[src/hw/hub_status_pkg.sv]
package hub_status_pkg;
   localparam int NPORT = 2;
   localparam logic [7:0] CMD_HUB_READ = 8'h14;
   localparam logic [7:0] CMD_HUB_WRITE = 8'h94;
   localparam logic [7:0] CMD_IRQ_ST_READ = 8'h30;
   localparam logic [7:0] CMD_IRQ_ST_WRITE = 8'hB0;
   localparam logic [7:0] CMD_IRQ_MSK_READ = 8'h31;
   localparam logic [7:0] CMD_IRQ_MSK_WRITE = 8'hB1;
   // bit positions of the hub-wide register
   localparam int B_WAKE_CLR = 31;
   localparam int B_OC_CHG = 17;
   localparam int B_LP_CHG = 16;
   localparam int B_GPWR_ON = 16;
   localparam int B_WAKE_EN = 15;
   localparam int B_OC = 1;
   localparam int B_LP = 0;
   localparam int B_GPWR_OFF = 0;
   // interrupt status and mask layout
   localparam int IRQ_RESUME = 0;
   localparam int IRQ_OC_CHG = 1;
   localparam int NIRQ = 2;
   // reset values
   localparam logic RST_WAKE_EN = 1'b0;
   localparam logic RST_OC_CHG = 1'b0;
   localparam logic [NPORT:1] RST_PWR = 2'h0;
   localparam logic [NIRQ-1:0] RST_IRQ_ST = 2'h0;
   localparam logic [NIRQ-1:0] RST_IRQ_MSK = 2'h0;
endpackage : hub_status_pkg

[src/hw/root_hub_status_register.sv]
`timescale 1ns/1ps
`default_nettype none
module root_hub_status_register #(
   parameter int NPORT = hub_status_pkg::NPORT
) (
   input wire logic mclk_i,
   input wire logic rstn_i,
   input wire logic [7:0] addr_i,
   input wire logic [31:0] wdata_i,
   input wire logic wr_i,
   input wire logic rd_i,
   output logic [31:0] rdata_o,
   input wire logic overcurrent_i,
   input wire logic per_port_oc_select_i,
   input wire logic per_port_switch_select_i,
   input wire logic [NPORT:0] port_power_mask_i,
   input wire logic [NPORT:1] set_port_power_i,
   input wire logic [NPORT:1] clear_port_power_i,
   input wire logic [NPORT:1] port_connect_change_i,
   input wire logic bus_suspended_i,
   output logic resume_request_o,
   output logic [NPORT:1] port_power_on_flag_o,
   output logic remote_wakeup_enable_o,
   output logic irq_o
);
   typedef struct packed {
      logic wake_en;
      logic oc_change;
      logic oc_seen;
      logic [NPORT:1] pwr;
      logic [hub_status_pkg::NIRQ-1:0] irq_st;
      logic [hub_status_pkg::NIRQ-1:0] irq_msk;
      logic [31:0] rdata;
      logic resume;
      logic irq;
   } hub_state_t;

   hub_state_t st_q;
   hub_state_t st_d;
   logic oc_sync;
   logic oc_now;
   logic hub_wr;
   logic hub_rd;
   logic resume_cause;
   logic [hub_status_pkg::NIRQ-1:0] irq_events;
   logic [NPORT:1] glob_sel;
   logic [NPORT:1] pp_sel;

   // the overcurrent pin comes from outside the clock domain
   sync_two_flop #(
      .WIDTH(1)
   ) u_oc_sync (
      .mclk_i(mclk_i),
      .rstn_i(rstn_i),
      .async_i(overcurrent_i),
      .sync_o(oc_sync)
   );

   // decode, effective indicator and port selection
   always_comb
   begin
      hub_wr = wr_i && (addr_i == hub_status_pkg::CMD_HUB_WRITE);
      hub_rd = rd_i && (addr_i == hub_status_pkg::CMD_HUB_READ);
      oc_now = per_port_oc_select_i ? 1'b0 : oc_sync;
      resume_cause = st_q.wake_en && bus_suspended_i
         && (|port_connect_change_i);
      irq_events = '0;
      irq_events[hub_status_pkg::IRQ_RESUME] = resume_cause;
      irq_events[hub_status_pkg::IRQ_OC_CHG] = (oc_now != st_q.oc_seen);
      // global commands reach every port in global mode, else unmasked ones
      if (per_port_switch_select_i)
      begin
         glob_sel = ~port_power_mask_i[NPORT:1];
         pp_sel = port_power_mask_i[NPORT:1];
      end
      else
      begin
         glob_sel = '1;
         pp_sel = '0;
      end
   end

   // next state of the whole block
   always_comb
   begin
      st_d = st_q;
      // wake enable: clear wins when both action bits are written
      if (hub_wr && wdata_i[hub_status_pkg::B_WAKE_CLR])
      begin
         st_d.wake_en = 1'b0;
      end
      else if (hub_wr && wdata_i[hub_status_pkg::B_WAKE_EN])
      begin
         st_d.wake_en = 1'b1;
      end
      // change flag: a fresh change beats a clear in the same cycle
      if (hub_wr && wdata_i[hub_status_pkg::B_OC_CHG])
      begin
         st_d.oc_change = 1'b0;
      end
      if (oc_now != st_q.oc_seen)
      begin
         st_d.oc_change = 1'b1;
      end
      st_d.oc_seen = oc_now;
      // global power on then off, off wins on a write of both
      if (hub_wr && wdata_i[hub_status_pkg::B_GPWR_ON])
      begin
         st_d.pwr = st_d.pwr | glob_sel;
      end
      if (hub_wr && wdata_i[hub_status_pkg::B_GPWR_OFF])
      begin
         st_d.pwr = st_d.pwr & ~glob_sel;
      end
      // per-port commands act on masked ports in per-port mode only
      st_d.pwr = st_d.pwr | (set_port_power_i & pp_sel);
      st_d.pwr = st_d.pwr & ~(clear_port_power_i & pp_sel);
      // interrupt status: write one to clear, new event wins
      if (wr_i && (addr_i == hub_status_pkg::CMD_IRQ_ST_WRITE))
      begin
         st_d.irq_st = st_q.irq_st & ~wdata_i[hub_status_pkg::NIRQ-1:0];
      end
      st_d.irq_st = st_d.irq_st | irq_events;
      if (wr_i && (addr_i == hub_status_pkg::CMD_IRQ_MSK_WRITE))
      begin
         st_d.irq_msk = wdata_i[hub_status_pkg::NIRQ-1:0];
      end
      st_d.irq = |(st_d.irq_st & st_d.irq_msk);
      st_d.resume = resume_cause;
      // read data stand for one cycle only
      st_d.rdata = '0;
      if (hub_rd)
      begin
         // local power bits and write-only actions read as zero
         st_d.rdata[hub_status_pkg::B_OC_CHG] = st_q.oc_change;
         st_d.rdata[hub_status_pkg::B_WAKE_EN] = st_q.wake_en;
         st_d.rdata[hub_status_pkg::B_OC] = oc_now;
      end
      else if (rd_i && (addr_i == hub_status_pkg::CMD_IRQ_ST_READ))
      begin
         st_d.rdata[hub_status_pkg::NIRQ-1:0] = st_q.irq_st;
      end
      else if (rd_i && (addr_i == hub_status_pkg::CMD_IRQ_MSK_READ))
      begin
         st_d.rdata[hub_status_pkg::NIRQ-1:0] = st_q.irq_msk;
      end
   end

   // state register
   always_ff @(posedge mclk_i or negedge rstn_i)
   begin
      if (!rstn_i)
      begin
         st_q.wake_en <= hub_status_pkg::RST_WAKE_EN;
         st_q.oc_change <= hub_status_pkg::RST_OC_CHG;
         st_q.oc_seen <= 1'b0;
         st_q.pwr <= hub_status_pkg::RST_PWR;
         st_q.irq_st <= hub_status_pkg::RST_IRQ_ST;
         st_q.irq_msk <= hub_status_pkg::RST_IRQ_MSK;
         st_q.rdata <= '0;
         st_q.resume <= 1'b0;
         st_q.irq <= 1'b0;
      end
      else
      begin
         st_q <= st_d;
      end
   end

   // outputs straight from the state flops
   assign rdata_o = st_q.rdata;
   assign resume_request_o = st_q.resume;
   assign port_power_on_flag_o = st_q.pwr;
   assign remote_wakeup_enable_o = st_q.wake_en;
   assign irq_o = st_q.irq;
endmodule : root_hub_status_register
`default_nettype wire

[src/hw/sync_two_flop.sv]
`timescale 1ns/1ps
`default_nettype none
module sync_two_flop #(
   parameter int WIDTH = 1
) (
   input wire logic mclk_i,
   input wire logic rstn_i,
   input wire logic [WIDTH-1:0] async_i,
   output logic [WIDTH-1:0] sync_o
);
   typedef struct packed {
      logic [WIDTH-1:0] s1;
      logic [WIDTH-1:0] s2;
   } sync_state_t;

   sync_state_t st_q;
   sync_state_t st_d;

   // first stage feeds only the second stage
   always_comb
   begin
      st_d = st_q;
      st_d.s1 = async_i;
      st_d.s2 = st_q.s1;
   end

   always_ff @(posedge mclk_i or negedge rstn_i)
   begin
      if (!rstn_i)
      begin
         st_q <= '0;
      end
      else
      begin
         st_q <= st_d;
      end
   end

   assign sync_o = st_q.s2;
endmodule : sync_two_flop
`default_nettype wire

[config.mk]
export PLATFORM = sky130hd
export DESIGN_NAME = root_hub_status_register
export DESIGN_NICKNAME = d
export VERILOG_FILES = /design/src/hw/hub_status_pkg.sv /design/src/hw/root_hub_status_register.sv /design/src/hw/sync_two_flop.sv
export SDC_FILE = /design/constraint.sdc
export NUM_CORES = 1
export LEC_CHECK = 0
export ABC_AREA = 1
export BUFFER_PORTS_ARGS = -buffer_cell sky130_fd_sc_hd__buf_2
export CORE_MARGIN = 3
export CORE_UTILIZATION = 34
export DETAILED_ROUTE_END_ITERATION = 8
export PLACE_DENSITY_LB_ADDON = 0.1
export SLEW_MARGIN = 20
export SYNTH_ARGS = -nofsm -noshare
export SYNTH_HDL_FRONTEND = slang
export SYNTH_SLANG_ARGS = --single-unit
export TNS_END_PERCENT = 30
[constraint.sdc]
create_clock -name mclk_i -period 0.97 [get_ports mclk_i]
set_input_delay 0.194 -clock mclk_i [delete_from_list [all_inputs] [get_ports mclk_i]]
set_output_delay 0.194 -clock mclk_i [all_outputs]
set_load 0.02 [all_outputs]
Word level (Yosys, flattened, before mapping)
Index checks and enable logic that the tools add are counted.
{ "word_totals": {"register_bits": 17, "latch_bits": 0, "mem_bits_rw": 0, "romBits": 0, "out_inout_bits": 37, "word_cells": 65, "mem_count": 0} }
{ "classes": {"add_sub_neg": 0, "n_mul": 0, "div_mod_pow": 0, "n_lt_le_gt_ge": 0, "eq_ne": 7, "shift": 0, "muxes": 17, "bitwise_logic": 13, "reduce_logical": 17} }
{ "op_table": {"columns": ["cell", "count"], "rows": [
  ["$eq 8x8->1 const B", 3],
  ["$eq 8x6->1 const B", 2],
  ["$mux 2", 8],
  ["$logic_and 1x1->1", 13],
  ["$and 2x2->2", 6],
  ["$mux 1", 9],
  ["$eq 8x5->1 const B", 1],
  ["$not 2->2", 4],
  ["$or 2x2->2", 3],
  ["$reduce_bool 2->1", 2],
  ["$reduce_or 2->1", 2],
  ["$ne 1x1->1", 1]
]} }

Logic depth before layout (Yosys ltp)
{ "logic_depth": {"depth_word": 8, "depth_mapped": 8, "depth_no_buf": 8} }

Hierarchy
Synthesis repeated with hierarchy kept, for this count alone.
{ "hier_totals": {"hier_cells": 136, "area_unflattened_um2": 1068.5} }
{ "by_module_without_submodules": {"columns": ["module", "instances", "cells_per_inst", "area_per_inst_um2", "seq_area_each_um2"], "rows": [
  ["root_hub_status_register", 1, 134, 1018.5, 375.4],
  ["sync_two_flop", 1, 2, 50.0, 50.0]
]} }

Least setup slack after synthesis
Ideal clock, no wire load.
{ "synth_path": {"kind": "reg-to-reg", "start": "register u_oc_sync.st_q, in the netlist u_oc_sync.sync_o", "end": "register st_q, in the netlist irq_o", "setup_time_ps": 116, "arrival_time_ps": 893, "required_time_ps": 854, "slack_ps": -39, "path_stages_with_launch": 7, "synth_period_minus_slack_ps": 1009, "path_cell_list": "dfrtp_1 inv_1 or2_4 xor2_1 nand2_2 nand2_1 nand2_1"} }
{ "synth_rtl": {"columns": ["item", "line_no", "rtl"], "rows": [
  ["start, declared", "sync_two_flop.sv:16", "sync_state_t st_q;"],
  ["start signal, assigned", "sync_two_flop.sv:35", "st_q <= st_d;"],
  ["end signal, assigned", "root_hub_status_register.sv:166", "st_q <= st_d;"],
  ["end, declared", "root_hub_status_register.sv:38", "hub_state_t st_q;"]
]} }

==> impl_metrics.env <==
export IMPL_avgSynthCellArea_sq_um=8.09
export IMPL_hold_viol_final=0
export IMPL_drive_gt1_share_pct=35.4
export IMPL_utilization_pct=42.5
export IMPL_status="finished with violations"
export IMPL_syn_area_sq_um=1100
export IMPL_crit_top_cell="nand2_1"
export IMPL_cts_made_buffers=3
export IMPL_grt_max_degree=18
export IMPL_yosysTopAreaCellShare_pct=38.7
export IMPL_rr_worst_depth=6
export IMPL_synth_xor_area_share_pct=0.796
export IMPL_synth_top_family_by_area="buffers and inverters"
export IMPL_clockBufferDepth=2
export IMPL_die_height_um=62.9
export IMPL_critPathKind="reg2reg"
export IMPL_synth_warnings=0
export IMPL_muxShareOfSynthArea_pct=0
export IMPL_seq_area_frac_synth_pct=38.7
export IMPL_min_period_over_period_pct=107
export IMPL_final_nets=236
export IMPL_vias=830
export IMPL_synth_adder_area_share_pct=0
export IMPL_drt_pass1_iter_count=4
export IMPL_synth_enable_flop_cells=0
export IMPL_crit_path_max_fanout=2
export IMPL_maxSlewViolCount=0
export IMPL_hold_depth=3
export IMPL_critPathMaxStageDelay_ns=0.34
export IMPL_synth_top_cell_by_area="dfrtp_1"
export IMPL_async_flop_share_pct=100
export IMPL_grt_pass1_wl_um=3110
export IMPL_wl_per_cell_um=8.68
export IMPL_htreeDepth=1
export IMPL_fin_cells=222
export IMPL_finClkSkew_ns=0.00625
export IMPL_antenna_found_initial=0
export IMPL_setup_violations=12
export IMPL_power_total_w=0.00149
export IMPL_fmax_mhz=959
export IMPL_clock_latency_ns=0.29
export IMPL_synth_seq_cells=17
export IMPL_ir_worst_vdd_mv=0.283
export IMPL_violations="setup timing"
export IMPL_initial_core_util_pct=35.7
export IMPL_yosys_area_share_simple_pct=27.3
export IMPL_synth_area_top_cells="dfrtp_1 (39%), buf_4 (23%), nand2_1 (8.2%)"
export IMPL_syn_to_final_growth_pct=18.9
export IMPL_critPathBufInv=1
export IMPL_crit_arrival_ns=1.23
export IMPL_fp_row_count=20
export IMPL_core_area_sq_um=3080
export IMPL_grt_overflow_total=0
export IMPL_hold_class="in2reg"
export IMPL_cp_depth=6
export IMPL_clock_sinks=17
export IMPL_rsz0062_at_grt="yes"
export IMPL_whs_ns=0.124
export IMPL_place_detailed_hpwl_um=1640
export IMPL_post_dp_cell_area_sq_um=1210
export IMPL_synth_most_common_cell="buf_4"
export IMPL_wl_um=1930
export IMPL_grt_usage_pct=9.67
export IMPL_synth_flop_cell="dfrtp_1"
export IMPL_slowest_stage="dfrtp_1"
export IMPL_p_leak_nw=0.772
export IMPL_cts_root_buf="clkbuf_4"
export IMPL_max_cap_violations=0
export IMPL_place_gp_congestion=0.712
export IMPL_path_cells="inv_1 > or2_4 > xor2_4 > nand2_2 > nand2_1 > nand2_1"
export IMPL_die_w_um=62.9
export IMPL_start_kind="flip-flop"
export IMPL_end_kind="flip-flop"
export IMPL_drtIter0Drc=16
export IMPL_finalCriticalPeriod_ns=1.04
export IMPL_cts_tree="done"
export IMPL_setup_ws_ns=-0.0726
export IMPL_synthCells=136
export IMPL_drc=0
export IMPL_ys_top_cells_by_count="buf_4 (34), nand2_1 (24), inv_1 (19)"
export IMPL_io_buffers=38
export IMPL_ios=94
export IMPL_clk_pin_slew_worst_paths_ns=0.10
export IMPL_crit_family="simple AND/OR/NAND/NOR gates"
export IMPL_avgViaCountPerCell=3.74
export IMPL_synth_cell_types=18
export IMPL_grt_pass1_vias=752
export IMPL_die_area_sq_um=3950
export IMPL_crit_required_ns=1.15
export IMPL_design_area_sq_um=1310
export IMPL_diodes=0
export IMPL_dp_cells=213
export IMPL_final_antenna_net_count=0
export IMPL_pwr_density_cell_nw_per_um2=1140
export IMPL_synth_compound_area_share_pct=3.19
==> what timing repair did <==
action	CTS	global route
hold buffers	2	0
setup endpoints to repair	13	13
hold endpoints to repair	18	0
gates resized for setup	2	3
buffers inserted	2	1
pin swaps	1	0
==> where the power goes <==
group | switching [W] | leakage, nW | internal (W)
clock network | 0.000216 | 0.0177 | 0.000153
logic | 0.000234 | 0.549 | 0.000128
registers | 0.0000165 | 0.206 | 0.000739
total | 0.000467 | 0.772 | 0.00102
==> placed cells by master, fill, tap and decap left out <==
master	synthesis	final
dlygate4sd3_1	0	2
or2_4	1	1
buf_4	34	5
o21a_1	1	1
nor2_1	7	7
clkinv_2	0	1
nand4_1	1	1
o21ai_0	3	3
and3_1	1	1
nor2_2	3	3
o211ai_2	1	1
conb_1	1	28
xor2_4	0	1
clkbuf_4	0	3
nand2_1	24	24
inv_1	19	19
nand3_1	12	12
nor2_4	2	2
buf_2	0	36
dfrtp_1	17	17
nand2_2	5	5
buf_6	0	2
nand3_2	3	3
==> through the flow <==
stage / worst slack [ns] / setup TNS [ns]
global route: -0.154 / -1.06
CTS: -0.108 / -0.702
global placement: -0.0872 / -0.422
detailed placement: -0.0927 / -0.447
finish: -0.0726 / -0.423
floorplan: -0.00684 / -0.00684
==> cell type report <==
cell class	count	area, sq um
clock buffer	3	22.5
sequential	17	425
fill	345	1770
clock inverter	1	5.00
tap	44	55.1
inverter	19	71.3
timing repair buffer	45	260
multi-input combinational	93	468
==> kinds of logic (layout without fill, tap and decap cells) <==
group | after synthesis | after routing
compound gates | 5 | 5
xor+xnor | 1 | 1
buf+inv | 53 | 68
flops | 17 | 17
other cells | 1 | 28
simple gates | 59 | 59
==> final timing paths <==
check | start | endpoint | slack, ns
worst min register to register | u_oc_sync.st_d[0]$_DFF_PN0_ | u_oc_sync.sync_o$_DFF_PN0_ | 0.36
worst min-delay path | set_port_power_i[1] | port_power_on_flag_o[1]$_DFF_PN0_ | 0.12
worst max register to register | u_oc_sync.sync_o$_DFF_PN0_ | irq_o$_DFF_PN0_ | -0.07
max in group asynchronous | rstn_i | st_q[37]$_DFF_PN0_ | 0.35
worst max-delay path | u_oc_sync.sync_o$_DFF_PN0_ | irq_o$_DFF_PN0_ | -0.07
min in group asynchronous | rstn_i | st_q[36]$_DFF_PN0_ | 0.35
==> per-layer routing <==
metal / routed length [um] / up-vias / GRT usage (%)
met2: 947 / 33 / 15.5
met5: 0 / - / 0
li1: - / 436 / -
met3: 135 / 2 / 1.62
met4: 23 / 0 / 4.96
met1: 820 / 359 / 12.4
==> sequential cells by signal, indices dropped and copies added (netlist names) <==
name / count
irq_o: 1
u_oc_sync.st_d: 1
rdata_o: 4
port_power_on_flag_o: 2
remote_wakeup_enable_o: 1
st_q: 6
resume_request_o: 1
u_oc_sync.sync_o: 1
==> worst reg2reg max path: cells and delay by family, from the launching register on <==
kind | cells | cell delay [ns]
simple gates | 4 | 0.42
flops | 1 | 0.34
xor+xnor | 1 | 0.15
buf+inv | 1 | 0.03
(Power assumes the default switching activity.)
